**config.mk**
```make
export PLATFORM = sky130hd
export DESIGN_NAME = gpio_irq_pins
export DESIGN_NICKNAME = d
export VERILOG_FILES = /design/src/hdl/gpio_irq_pkg.sv /design/src/hdl/edge_if.sv /design/src/hdl/pin_edge_sync.sv /design/src/hdl/gpio_irq_pins.sv
export SDC_FILE = /design/constraint.sdc
export NUM_CORES = 1
export LEC_CHECK = 0
export ABC_AREA = 1
export BUFFER_PORTS_ARGS = -buffer_cell sky130_fd_sc_hd__buf_2
export CORE_ASPECT_RATIO = 1.4
export CORE_MARGIN = 1
export CORE_UTILIZATION = 49
export DETAILED_ROUTE_END_ITERATION = 8
export PLACE_DENSITY = 0.86
export SKIP_LAST_GASP = 1
export SYNTH_ARGS = -nofsm -noshare
export SYNTH_HDL_FRONTEND = slang
export SYNTH_SLANG_ARGS = --single-unit
```
**constraint.sdc**
```tcl
create_clock -name hclk -period 1.8 [get_ports hclk]
set_input_delay 0.09 -clock hclk [delete_from_list [all_inputs] [get_ports hclk]]
set_output_delay 0.09 -clock hclk [all_outputs]
set_load 0.02 [all_outputs]
```
**src/hdl/gpio_irq_pkg.sv**
```systemverilog
// constants shared by the gpio and external interrupt pin block
// assumes a 32-bit ahb-lite register bus with word-aligned registers
package gpio_irq_pkg;

  // ***************************************************************
  // widths
  // ***************************************************************
  localparam int unsigned PIN_COUNT    = 16;
  localparam int unsigned EXT_COUNT    = 4;
  localparam int unsigned EXT_LSB      = 4;
  localparam int unsigned HIGH_LSB     = 9;
  localparam int unsigned HIGH_COUNT   = 7;
  localparam int unsigned STAT_WIDTH   = 9;
  localparam int unsigned SYNC_WIDTH   = 17;
  localparam int unsigned NMI_SYNC_BIT = 16;

  // ***************************************************************
  // register byte offsets
  // ***************************************************************
  localparam logic [7:0] OFF_DIRECTION = 8'h00;
  localparam logic [7:0] OFF_OUT_DATA  = 8'h04;
  localparam logic [7:0] OFF_IN_DATA   = 8'h08;
  localparam logic [7:0] OFF_HIGH_EN   = 8'h0C;
  localparam logic [7:0] OFF_IRQ_EN    = 8'h10;
  localparam logic [7:0] OFF_POLARITY  = 8'h14;
  localparam logic [7:0] OFF_PIN0_MODE = 8'h18;
  localparam logic [7:0] OFF_STATUS    = 8'h1C;
  localparam logic [7:0] OFF_MASK      = 8'h20;

  // ***************************************************************
  // field positions
  // ***************************************************************
  localparam int unsigned STAT_EXT_LSB = 4;
  localparam int unsigned STAT_NMI_BIT = 8;
  localparam int unsigned HIGH_EN_LSB  = 9;
  localparam int unsigned MODE_WIDTH   = 2;

  // ***************************************************************
  // reset values
  // ***************************************************************
  localparam logic [15:0] RST_DIRECTION = 16'h0000;
  localparam logic [15:0] RST_OUT_DATA  = 16'h0000;
  localparam logic [6:0]  RST_HIGH_EN   = 7'h00;
  localparam logic [3:0]  RST_IRQ_EN    = 4'h0;
  localparam logic [3:0]  RST_POLARITY  = 4'h0;
  localparam logic [8:0]  RST_MASK      = 9'h000;
  localparam logic [8:0]  RST_STATUS    = 9'h000;

  // ***************************************************************
  // bus encodings
  // ***************************************************************
  localparam logic [2:0] HSIZE_WORD = 3'h2;
  localparam logic       HRESP_OKAY = 1'h0;

  typedef enum logic [1:0] {
    PIN0_INPUT,
    PIN0_OUTPUT,
    PIN0_IRQ_OUT
  } pin0_mode_t;

endpackage

```
**src/hdl/edge_if.sv**
```systemverilog
// synchronised pin levels and their edge strobes between sync and core
// assumes both ends run on the same hclk
`timescale 1ns/10ps
interface edge_if #(
  parameter int unsigned W = 17
);
  logic [W-1:0] level;
  logic [W-1:0] rise;
  logic [W-1:0] fall;

  modport src (output level, output rise, output fall);
  modport dst (input  level, input  rise, input  fall);
endinterface

```
**src/hdl/pin_edge_sync.sv**
```systemverilog
// two-flop synchroniser and edge detector for asynchronous pins
// assumes pins are asynchronous to hclk; edges held off until samples valid
`timescale 1ns/10ps
module pin_edge_sync #(
  parameter int unsigned W = 17
) (
  input  wire logic         hclk,
  input  wire logic         hresetn,
  input  wire logic [W-1:0] pins_async,
  edge_if.src               e
);

  logic [W-1:0] meta;
  logic [W-1:0] stable;
  logic [W-1:0] prev;
  logic [1:0]   warm;
  logic         armed;

  // ***************************************************************
  // synchroniser, one per pin
  // ***************************************************************
  genvar i;
  generate
    for (i = 0; i < W; i++) begin : g_sync
      always_ff @(posedge hclk or negedge hresetn) begin
        if (!hresetn) begin
          meta[i]   <= 1'b0;
          stable[i] <= 1'b0;
          prev[i]   <= 1'b0;
        end else begin
          meta[i]   <= pins_async[i];
          stable[i] <= meta[i];
          prev[i]   <= stable[i];
        end
      end
      // no edges until prev holds a real sample, so pulled-up pins
      // do not fake a rising edge just after reset
      assign e.rise[i] = armed & stable[i] & ~prev[i];
      assign e.fall[i] = armed & ~stable[i] & prev[i];
    end
  endgenerate

  always_ff @(posedge hclk or negedge hresetn) begin
    if (!hresetn) begin
      warm  <= 2'h0;
      armed <= 1'b0;
    end else if (!armed) begin
      warm  <= warm + 2'h1;
      armed <= (warm == 2'h2);
    end
  end

  assign e.level = stable;

endmodule // pin_edge_sync

```
**src/hdl/gpio_irq_pins.sv**
```systemverilog
// gpio port with edge-triggered external interrupts and nmi edge input
// assumes an ahb-lite master on hclk; pins asynchronous, pad logic outside
//
// Function
// the nonmaskable interrupt fires on a rising edge of its pin, never on its level.
// after reset the four shared pins 7..4 are inputs with their drivers off.
// a shared pin acts as an edge interrupt only while its enable bit in bits 7..4 is set.
// software picks each external interrupt's active edge in a four-bit polarity field 3..0.
// pins 15..9 have no function enabled after reset until software enables them.
// pin 0 is an input after reset and software may make it an output-only pin.
// pin 0 may instead be set to drive the port interrupt signal out, output only.
// polarity bit 0 belongs to the lowest shared interrupt pin and bit 3 to the highest.
//
// Our own choices: register access over AHB-Lite and the register offsets.
`timescale 1ns/10ps
module gpio_irq_pins (
  input  wire logic        hclk,
  input  wire logic        hresetn,
  input  wire logic        hsel,
  input  wire logic [31:0] haddr,
  input  wire logic [1:0]  htrans,
  input  wire logic        hwrite,
  input  wire logic [2:0]  hsize,
  input  wire logic [31:0] hwdata,
  input  wire logic        hready,
  output      logic        hreadyout,
  output      logic        hresp,
  output      logic [31:0] hrdata,
  input  wire logic [15:0] general_purpose_port_in,
  output      logic [15:0] general_purpose_port_out,
  output      logic [15:0] general_purpose_port_oe,
  input  wire logic        nmi_pin,
  output      logic        nmi_event,
  output      logic [3:0]  external_irq_in,
  output      logic        port_irq_out
);

  localparam int unsigned NP = gpio_irq_pkg::PIN_COUNT;
  localparam int unsigned NE = gpio_irq_pkg::EXT_COUNT;
  localparam int unsigned NS = gpio_irq_pkg::STAT_WIDTH;
  localparam int unsigned NH = gpio_irq_pkg::HIGH_COUNT;

  // ***************************************************************
  // pin synchronisation and edge detection
  // ***************************************************************
  edge_if #(.W(gpio_irq_pkg::SYNC_WIDTH)) pin_edges ();

  logic [gpio_irq_pkg::SYNC_WIDTH-1:0] raw_pins;

  assign raw_pins = {nmi_pin, general_purpose_port_in};

  pin_edge_sync #(
    .W (gpio_irq_pkg::SYNC_WIDTH)
  ) u_sync (
    .hclk       (hclk),
    .hresetn    (hresetn),
    .pins_async (raw_pins),
    .e          (pin_edges)
  );

  // ***************************************************************
  // registers
  // ***************************************************************
  logic [NP-1:0]            direction;
  logic [NP-1:0]            out_data;
  logic [NH-1:0]            high_en;
  logic [NE-1:0]            irq_enable_bits;
  logic [NE-1:0]            ext_irq_edge_polarity;
  gpio_irq_pkg::pin0_mode_t pin0_mode;
  logic [NS-1:0]            irq_status;
  logic [NS-1:0]            irq_mask;
  logic [NS-1:0]            next_irq_status;
  logic [NS-1:0]            event_bits;
  logic [NE-1:0]            ext_event;
  logic [NP-1:0]            in_view;
  logic [31:0]              next_hrdata;

  // ***************************************************************
  // ahb-lite slave
  // ***************************************************************
  logic       accept;
  logic       rd_accept;
  logic       wr_pend;
  logic [7:0] wr_addr;
  logic       status_read;

  // zero wait state, always okay
  assign hreadyout   = 1'b1;
  assign hresp       = gpio_irq_pkg::HRESP_OKAY;
  assign accept      = hsel & hready & htrans[1];
  assign rd_accept   = accept & ~hwrite;
  assign status_read = rd_accept & (haddr[7:0] == gpio_irq_pkg::OFF_STATUS);

  // only whole-word writes are stored; narrower writes are dropped
  always_ff @(posedge hclk or negedge hresetn) begin
    if (!hresetn) begin
      wr_pend <= 1'b0;
      wr_addr <= 8'h00;
    end else begin
      wr_pend <= accept & hwrite & (hsize == gpio_irq_pkg::HSIZE_WORD);
      wr_addr <= haddr[7:0];
    end
  end

  function automatic logic wr_hit(input logic [7:0] off);
    wr_hit = wr_pend & (wr_addr == off);
  endfunction

  // read data sampled at the address phase, so a read right after a
  // write to the same register returns the value before that write
  always_comb begin
    next_hrdata = 32'h0000_0000;
    if (haddr[7:0] == gpio_irq_pkg::OFF_DIRECTION) begin
      next_hrdata[NP-1:0] = direction;
    end else if (haddr[7:0] == gpio_irq_pkg::OFF_OUT_DATA) begin
      next_hrdata[NP-1:0] = out_data;
    end else if (haddr[7:0] == gpio_irq_pkg::OFF_IN_DATA) begin
      next_hrdata[NP-1:0] = in_view;
    end else if (haddr[7:0] == gpio_irq_pkg::OFF_HIGH_EN) begin
      next_hrdata[gpio_irq_pkg::HIGH_EN_LSB +: NH] = high_en;
    end else if (haddr[7:0] == gpio_irq_pkg::OFF_IRQ_EN) begin
      next_hrdata[gpio_irq_pkg::EXT_LSB +: NE] = irq_enable_bits;
    end else if (haddr[7:0] == gpio_irq_pkg::OFF_POLARITY) begin
      next_hrdata[NE-1:0] = ext_irq_edge_polarity;
    end else if (haddr[7:0] == gpio_irq_pkg::OFF_PIN0_MODE) begin
      next_hrdata[gpio_irq_pkg::MODE_WIDTH-1:0] = pin0_mode;
    end else if (haddr[7:0] == gpio_irq_pkg::OFF_STATUS) begin
      next_hrdata[NS-1:0] = irq_status;
    end else if (haddr[7:0] == gpio_irq_pkg::OFF_MASK) begin
      next_hrdata[NS-1:0] = irq_mask;
    end
  end

  always_ff @(posedge hclk or negedge hresetn) begin
    if (!hresetn) begin
      hrdata <= 32'h0000_0000;
    end else if (rd_accept) begin
      hrdata <= next_hrdata;
    end
  end

  // ***************************************************************
  // configuration registers
  // ***************************************************************
  always_ff @(posedge hclk or negedge hresetn) begin
    if (!hresetn) begin
      direction <= gpio_irq_pkg::RST_DIRECTION;
    end else if (wr_hit(gpio_irq_pkg::OFF_DIRECTION)) begin
      direction <= hwdata[NP-1:0];
    end
  end

  always_ff @(posedge hclk or negedge hresetn) begin
    if (!hresetn) begin
      out_data <= gpio_irq_pkg::RST_OUT_DATA;
    end else if (wr_hit(gpio_irq_pkg::OFF_OUT_DATA)) begin
      out_data <= hwdata[NP-1:0];
    end
  end

  always_ff @(posedge hclk or negedge hresetn) begin
    if (!hresetn) begin
      high_en <= gpio_irq_pkg::RST_HIGH_EN;
    end else if (wr_hit(gpio_irq_pkg::OFF_HIGH_EN)) begin
      high_en <= hwdata[gpio_irq_pkg::HIGH_EN_LSB +: NH];
    end
  end

  always_ff @(posedge hclk or negedge hresetn) begin
    if (!hresetn) begin
      irq_enable_bits <= gpio_irq_pkg::RST_IRQ_EN;
    end else if (wr_hit(gpio_irq_pkg::OFF_IRQ_EN)) begin
      irq_enable_bits <= hwdata[gpio_irq_pkg::EXT_LSB +: NE];
    end
  end

  always_ff @(posedge hclk or negedge hresetn) begin
    if (!hresetn) begin
      ext_irq_edge_polarity <= gpio_irq_pkg::RST_POLARITY;
    end else if (wr_hit(gpio_irq_pkg::OFF_POLARITY)) begin
      ext_irq_edge_polarity <= hwdata[NE-1:0];
    end
  end

  // code 3 is not a mode; such a write leaves the mode as it was
  always_ff @(posedge hclk or negedge hresetn) begin
    if (!hresetn) begin
      pin0_mode <= gpio_irq_pkg::PIN0_INPUT;
    end else if (wr_hit(gpio_irq_pkg::OFF_PIN0_MODE)) begin
      case (hwdata[gpio_irq_pkg::MODE_WIDTH-1:0])
        2'h0:    pin0_mode <= gpio_irq_pkg::PIN0_INPUT;
        2'h1:    pin0_mode <= gpio_irq_pkg::PIN0_OUTPUT;
        2'h2:    pin0_mode <= gpio_irq_pkg::PIN0_IRQ_OUT;
        default: pin0_mode <= pin0_mode;
      endcase
    end
  end

  always_ff @(posedge hclk or negedge hresetn) begin
    if (!hresetn) begin
      irq_mask <= gpio_irq_pkg::RST_MASK;
    end else if (wr_hit(gpio_irq_pkg::OFF_MASK)) begin
      irq_mask <= hwdata[NS-1:0];
    end
  end

  // ***************************************************************
  // external interrupts and nmi
  // ***************************************************************
  genvar k;
  generate
    for (k = 0; k < NE; k++) begin : g_ext
      // polarity bit k steers pin EXT_LSB+k; 0 rising, 1 falling
      assign ext_event[k] = irq_enable_bits[k] &
                            (ext_irq_edge_polarity[k] ?
                             pin_edges.fall[gpio_irq_pkg::EXT_LSB + k] :
                             pin_edges.rise[gpio_irq_pkg::EXT_LSB + k]);
    end
  endgenerate

  always_ff @(posedge hclk or negedge hresetn) begin
    if (!hresetn) begin
      external_irq_in <= 4'h0;
    end else begin
      external_irq_in <= ext_event;
    end
  end

  always_ff @(posedge hclk or negedge hresetn) begin
    if (!hresetn) begin
      nmi_event <= 1'b0;
    end else begin
      // a high level alone never fires, only the low-to-high change
      nmi_event <= pin_edges.rise[gpio_irq_pkg::NMI_SYNC_BIT];
    end
  end

  always_comb begin
    event_bits = '0;
    event_bits[gpio_irq_pkg::STAT_EXT_LSB +: NE] = ext_event;
    event_bits[gpio_irq_pkg::STAT_NMI_BIT] = pin_edges.rise[gpio_irq_pkg::NMI_SYNC_BIT];
  end

  // an event in the cycle of the clearing read survives the clear
  always_comb begin
    next_irq_status = irq_status;
    if (status_read) begin
      next_irq_status = '0;
    end
    next_irq_status = next_irq_status | event_bits;
  end

  always_ff @(posedge hclk or negedge hresetn) begin
    if (!hresetn) begin
      irq_status <= gpio_irq_pkg::RST_STATUS;
    end else begin
      irq_status <= next_irq_status;
    end
  end

  always_ff @(posedge hclk or negedge hresetn) begin
    if (!hresetn) begin
      port_irq_out <= 1'b0;
    end else begin
      port_irq_out <= |(next_irq_status & irq_mask);
    end
  end

  // ***************************************************************
  // pad control
  // ***************************************************************
  genvar p;
  generate
    for (p = 0; p < NP; p++) begin : g_pad
      if (p == 0) begin : g_pin0
        // pin 0 is input only or output only, never both
        assign general_purpose_port_oe[p]  = (pin0_mode != gpio_irq_pkg::PIN0_INPUT);
        assign general_purpose_port_out[p] = (pin0_mode == gpio_irq_pkg::PIN0_IRQ_OUT) ?
                                             port_irq_out : out_data[p];
        assign in_view[p] = (pin0_mode == gpio_irq_pkg::PIN0_INPUT) & pin_edges.level[p];
      end else if (p >= gpio_irq_pkg::EXT_LSB && p < gpio_irq_pkg::EXT_LSB + NE) begin : g_ext
        // interrupt use forces the pin to input
        assign general_purpose_port_oe[p]  = direction[p] &
                                             ~irq_enable_bits[p - gpio_irq_pkg::EXT_LSB];
        assign general_purpose_port_out[p] = out_data[p];
        assign in_view[p] = pin_edges.level[p];
      end else if (p >= gpio_irq_pkg::HIGH_LSB) begin : g_high
        // disabled pins neither drive nor report
        assign general_purpose_port_oe[p]  = direction[p] &
                                             high_en[p - gpio_irq_pkg::HIGH_LSB];
        assign general_purpose_port_out[p] = out_data[p];
        assign in_view[p] = high_en[p - gpio_irq_pkg::HIGH_LSB] & pin_edges.level[p];
      end else begin : g_plain
        assign general_purpose_port_oe[p]  = direction[p];
        assign general_purpose_port_out[p] = out_data[p];
        assign in_view[p] = pin_edges.level[p];
      end
    end
  endgenerate

endmodule // gpio_irq_pins

```
==> impl_metrics.py, run 1 <==
metrics = {
    "finish": {
        "footprint_of_the_flip_flops_and_latches_um2": 3500,
        "area.growth.synth_to_final_pct": 25.6,
        "diodes": 0,
        "area_of_the_multi_input_gates_um2": 1960,
        "fillers": 884,
        "final_net_count": 864,
        "post_route_cells_drive_above_1_share_pct": 23.1,
        "non_filler_instance_count_after_layout": 931,
    },
    "synthesis": {
        "postSynthAreaPerCell_um2": 9.46,
        "synth_async_sr_flop_share_pct": 100,
        "ys_top_cells_by_area": "dfrtp_1 (58%), nand2_1 (12%), o21ai_0 (4.7%)",
        "synth_area_um2": 6020,
        "synth_area_leader": "dfrtp_1",
        "synth_top_flop_cell": "dfrtp_1",
        "yosysWarningCount": 0,
        "synth_enable_flop_cells": 0,
        "synth_top_area_share_pct": 58.2,
        "ys_types": 39,
        "synth_commonest_cells": "nand2_1 (190), dfrtp_1 (140), o21ai_0 (57)",
        "syn-instance-count": 636,
        "synth-seq-cells": 140,
        "synth_most_common_cell": "nand2_1",
        "synth.yosys.seq_area_share_pct": 58.2,
    },
    "global_route": {
        "grt_first_pass_wirelength_um": 25600,
        "antenna_found_initial": 0,
        "globalRoute.totalOverflow": 0,
        "grt_start_max_net_pins": 44,
        "grt_usage_pct": 27.3,
        "first_global_vias": 5275,
    },
    "pwr": {
        "p_per_area_nw_per_um2": 1010,
        "cellLeakagePower_uw": 0.00403,
        "vdd_ir_drop_max_mv": 0.764,
    },
    "place": {
        "detailedPlacementHpwl_um": 10000,
        "dp_cells": 860,
        "port_bufs": 103,
        "finalWeightedCongestion": 0.877,
    },
    "drt": {
        "routed_wire_length_per_instance_um": 17.1,
        "drt_pass1_iterations": 6,
        "ant_nets": 0,
        "drt-initial-drc-count": 514,
        "number_of_remaining_drc_errors": 0,
        "via_per_inst": 5.40,
        "dr_total_vias": 5024,
        "postRouteWirelength_um": 15900,
    },
    "floorplanning": {
        "chipHeight_um": 133,
        "core_um2": 11900,
        "top_level_ports": 163,
        "initial_utilization_pct": 50.7,
        "die_area_um2": 12700,
        "site_rows": 47,
        "die-width_um": 95.7,
    },
    "cts": {
        "ctsRootBufferMaster": "clkbuf_16",
        "cts.sinks": 140,
        "tritoncts": "yes",
        "cts.clk_slew.worst_paths_ps": 60,
        "clockBufferDepth": 2,
        "htree_num_levels": 4,
        "tritoncts.num_buffers": 17,
        "clock_insertion_delay_worst_skew_ps": 420,
    },
    "setup_path": {
        "path_max_fanout": 10,
        "worstSetupStartpointType": "input port",
        "regToRegEndpoint": "direction[7]",
        "timing.rr.start": "wr_addr[1]",
        "path_class": "input port to register",
        "timing.reg2reg.worst_path_depth": 6,
        "setup.reg_to_reg.worst_slack_ps": 130,
        "crit_path_start": "haddr[2]",
        "worst_ep_required_time_ps": 2100,
        "worstSetupEndpoint": "port_irq_out",
        "end_kind": "register",
        "arrival_ps": 2020,
    },
    "sta": {
        "finalHoldViolCount": 0,
        "fin_crit_sh_pct": 95.7,
        "max-slew-margin-rel_pct": 66.4,
        "finClkSkew_ps": 8.86,
        "tns_ps": 0,
        "report.final.slew_viol_count": 0,
        "timing.final.setup_violations": 0,
        "setup_repair_after_global_routing_missed_its_margin": "no",
        "max_slew.worst_pin.slew_ps": 503,
        "minimum_clock_period_after_layout_ps": 1720,
        "max_freq_mhz": 580,
    },
    "run": {
        "timing.max_cap.violations": 0,
    },
    "hold_path": {
        "hold_class": "input port to register",
    },
    "status": {
        "status": "finished, final reports clean",
    },
}
[layer usage]
layer	track usage (%)	routed length, µm	vias to the layer above
met4	16.9	787	0
met3	8.28	1210	77
li1	-	-	2260
met2	44.2	8300	310
met5	0	0	-
met1	31.0	5620	2377
[cells by family (layout without fill, tap and decap cells)]
kind of cell | Yosys count | count (layout) | share of synthesized area (%)
AO/OA/AOI/OAI | 104 | 104 | 9.63
XOR/XNOR | 1 | 1 | 0.146
adder cells (fa/ha/maj) | 1 | 1 | 0.208
buffers and inverters | 117 | 249 | 10.3
flip-flops | 140 | 140 | 58.2
other | 2 | 18 | 0.125
AND/OR/NAND/NOR | 271 | 271 | 21.4
[power by group]
group | switching [µW] | internal, µW
Combinational | 326 | 184
Clock | 1290 | 2530
Sequential | 53.8 | 3250
Total | 1670 | 5960
[cell type report]
cell class                      instances  share of cell area (%)
Clock buffer                           21                    6.09
Clock inverter                         10                    2.50
Inverter                               65                    3.28
Multi-Input combinational cell        395                    25.9
Sequential cell                       140                    46.4
Tap cell                              147                    2.43
Timing Repair Buffer                  153                    13.5
[registers in the layout, summed over array words and instances, names as in the netlist]
register and cells:
u_sync.prev 5, u_sync.e.level 17, nmi_event 1, hrdata 16, out_data 16, pin0_mode 2, irq_status 9, u_sync.meta 17
irq_enable_bits 4, port_irq_out 1, irq_mask 9, u_sync.warm 2, ext_irq_edge_polarity 4, wr_addr 8, high_en 7, u_sync.armed 1
external_irq_in 4, wr_pend 1, direction 16
[how the worst min path moves through the flow]
stage	from	to	depth (start not counted)
finish	hwdata[2]	irq_mask[2]	3
global route	hwdata[2]	irq_mask[2]	3
CTS	hwdata[2]	irq_mask[2]	3
detailed placement	hresetn	nmi_event	1
global placement	hresetn	nmi_event	1
floorplan	hresetn	direction[0]	0
[cells in the final DEF, fill, tap and decap left out, types with 4 or more instances in the layout]
cell / instances
a31oi_1: 6
nand2_4: 4
conb_1: 18
a21oi_1: 15
inv_1: 55
dfrtp_1: 140
o21ai_0: 56
nor2_1: 18
inv_2: 8
nor2_8: 5
nand4_1: 14
nor2_2: 7
buf_2: 102
clkbuf_16: 17
o2111ai_1: 6
o21ai_1: 14
nand3_1: 19
nand2_1: 190
bufinv_16: 5
dlygate4sd3_1: 38
buf_4: 10
[critical path, cell delays in order]
cell and delay [ps]:
dlygate4sd3_1 530, buf_2 280, nand2_4 110, nor2_8 210, nand3_4 170, nand2_1 140, inv_2 50, nand2_1 80
nand4_1 120, nor2_1 140, nand2_1 100
[through the flow]
| stage | setup slack (ps) | instance area (µm²) | utilization, % | hold WS (ps) | total power [µW] |
|---|---|---|---|---|---|
| 2_1_floorplan | 469 | 6080 | - | -206 | 3600 |
| 3_3_place_gp | 306 | 6510 | 54.8 | 26.0 | 3780 |
| 3_5_place_dp | 285 | 6510 | 54.8 | 28.0 | 3800 |
| 4_1_cts | 102 | 7540 | 63.5 | 1.15 | 7640 |
| 5_1_grt | 14.3 | 7560 | 63.6 | 20.3 | 7870 |
| 6_report | 77.2 | 7560 | 63.6 | 4.75 | 7630 |
[timing repair]
item	CTS	global route
buffers inserted	0	2
resized for setup	0	1
endpoints found under the setup margin	0	2
endpoints found under the hold margin	181	0
hold buffers	38	0
Power figures use the tool's default switching activity.
==> run 2: changes to the inputs <==
--- a/config.mk
+++ b/config.mk
@@ -12,6 +12,7 @@
 export CORE_UTILIZATION = 49
 export DETAILED_ROUTE_END_ITERATION = 8
 export PLACE_DENSITY = 0.86
+export RECOVER_POWER = 100
 export SKIP_LAST_GASP = 1
 export SYNTH_ARGS = -nofsm -noshare
 export SYNTH_HDL_FRONTEND = slang
==> impl_metrics.py, run 2 (synthesis gave the netlist of run 1 again) <==
metrics = {
    "status": {
        "status": "finished, final reports clean",
    },
    "place": {
        "port_bufs": 103,
        "pre_cts_ws_ps": 285,
        "finalWeightedCongestion": 0.877,
        "detailedPlacementHpwl_um": 10000,
    },
    "drt": {
        "dr_total_vias": 5061,
        "drt_pass1_iterations": 5,
        "number_of_remaining_drc_errors": 0,
        "postRouteWirelength_um": 16000,
        "via_per_inst": 5.44,
        "ant_nets": 0,
        "routed_wire_length_per_instance_um": 17.2,
        "drt-initial-drc-count": 565,
    },
    "setup_path": {
        "worst_ep_required_time_ps": 2100,
        "timing.rr.start": "wr_addr[1]",
        "setup.reg_to_reg.worst_slack_ps": 130,
        "path_max_fanout": 10,
        "path_class": "input port to register",
        "regToRegEndpoint": "direction[7]",
        "timing.reg2reg.worst_path_depth": 6,
        "crit_path_start": "haddr[6]",
        "arrival_ps": 2040,
        "worstSetupStartpointType": "input port",
        "end_kind": "register",
    },
    "hold_path": {
        "hold_class": "input port to register",
        "worst_hold_path_ep": "out_data[7]",
        "worstHoldStart": "hwdata[7]",
        "worst_hold_path.num_cells": 3,
    },
    "finish": {
        "post_route_cells_drive_above_1_share_pct": 14.9,
        "diodes": 0,
        "area.growth.synth_to_final_pct": 23.8,
        "final_common_cell": "nand2_1",
        "layout_common_cells": "nand2_1 (190), dfrtp_1 (140), o21ai_0 (67)",
        "final_net_count": 864,
        "post-route-util_pct": 62.7,
    },
    "cts": {
        "cts.clk_slew.worst_paths_ps": 60,
        "tritoncts": "yes",
        "ctsRootBufferMaster": "clkbuf_16",
        "tritoncts.num_buffers": 17,
        "cts.sinks": 140,
        "clockBufferDepth": 2,
        "htree_num_levels": 4,
        "clock_insertion_delay_worst_skew_ps": 420,
    },
    "global_route": {
        "grt_usage_pct": 27.3,
        "globalRoute.totalOverflow": 0,
        "first_global_vias": 5275,
        "antenna_found_initial": 0,
        "grt_first_pass_wirelength_um": 25600,
        "grt_start_max_net_pins": 44,
    },
    "floorplanning": {
        "die-width_um": 95.7,
        "die_area_um2": 12700,
        "initial_utilization_pct": 50.7,
        "top_level_ports": 163,
        "chipHeight_um": 133,
        "site_rows": 47,
        "core_um2": 11900,
    },
    "sta": {
        "fin_crit_sh_pct": 96.2,
        "setup_repair_after_global_routing_missed_its_margin": "no",
        "max-slew-margin-rel_pct": 32.2,
        "setup_ws_ps": 68.6,
        "report.final.slew_viol_count": 0,
        "max_slew.worst_pin.slew_ps": 1020,
        "tns_ps": 0,
        "finClkSkew_ps": 7.59,
        "timing.final.setup_violations": 0,
        "max_freq_mhz": 578,
        "minimum_clock_period_after_layout_ps": 1730,
        "finalHoldViolCount": 0,
    },
    "pwr": {
        "cellLeakagePower_uw": 0.00387,
        "p_per_area_nw_per_um2": 1020,
        "vdd_ir_drop_max_mv": 0.757,
    },
    "run": {
        "timing.max_cap.violations": 0,
    },
}
## run 2: cell count changes in the layout (fill, tap and decap cells not counted), sizes merged
cell | before | now
buf | 115 | 48
clkbuf | 21 | 88
## run 2: worst max path at each step
stage / to / slack, ps / cells after the start
2_1_floorplan: direction[10] / 470 / 7
3_3_place_gp: hrdata[0] / 310 / 9
3_5_place_dp: hrdata[5] / 290 / 10
4_1_cts: hrdata[0] / 100 / 10
5_1_grt: irq_status[1] / 10 / 3
6_report: hrdata[6] / 70 / 11
## run 2: per-layer routing
metal / GRT usage [%] / vias up / part of all wire (%)
li1: - / 2262 / -
met1: 31.0 / 2419 / 35
met2: 44.2 / 295 / 52
met3: 8.28 / 85 / 7.4
met4: 16.9 / 0 / 5.5
met5: 0 / - / 0
## run 2: worst max-delay path, stage by stage
cell	delay (ps)
dlygate4sd3_1	550
clkbuf_1	150
inv_1	70
nand2_1	90
nor2_2	220
buf_4	220
nand2_4	100
o21ai_0	240
nand4_1	160
nand2_1	100
nand2_1	50
## run 2: report_power, final
part           internal (µW)  leakage [µW]  switching, µW  total, µW
Clock                   2530      0.000313           1290       3820
Combinational            164       0.00207            325        489
Sequential              3250       0.00149           55.7       3300
## run 2: layout make-up
class                      count  area [µm²]
multi-input combinational    395        1960
sequential                   140        3500
clock buffer                  21         460
inverter                      65         248
clock inverter                10         189
timing repair buffer         153         912
tap                          147         184
fill                         927        4430
## run 2: metrics by stage
stage / total power [µW] / cells / instance area (µm²) / hold WS, ps
3_3_place_gp: 3780 / 860 / 6510 / 26.0
6_report: 7610 / 931 / 7450 / 8.33
3_5_place_dp: 3800 / 860 / 6510 / 28.0
5_1_grt: 7850 / 931 / 7450 / 35.9
4_1_cts: 7640 / 929 / 7540 / 1.15
2_1_floorplan: 3600 / 652 / 6080 / -206
## run 2: timing repair
| item | 4_1_cts | 5_1_grt |
|---|---|---|
| gates resized for setup | 0 | 1 |
| setup buffers | 0 | 2 |
| hold endpoints to repair | 181 | 0 |
| endpoints found under the setup margin | 0 | 2 |
| hold buffers | 38 | 0 |
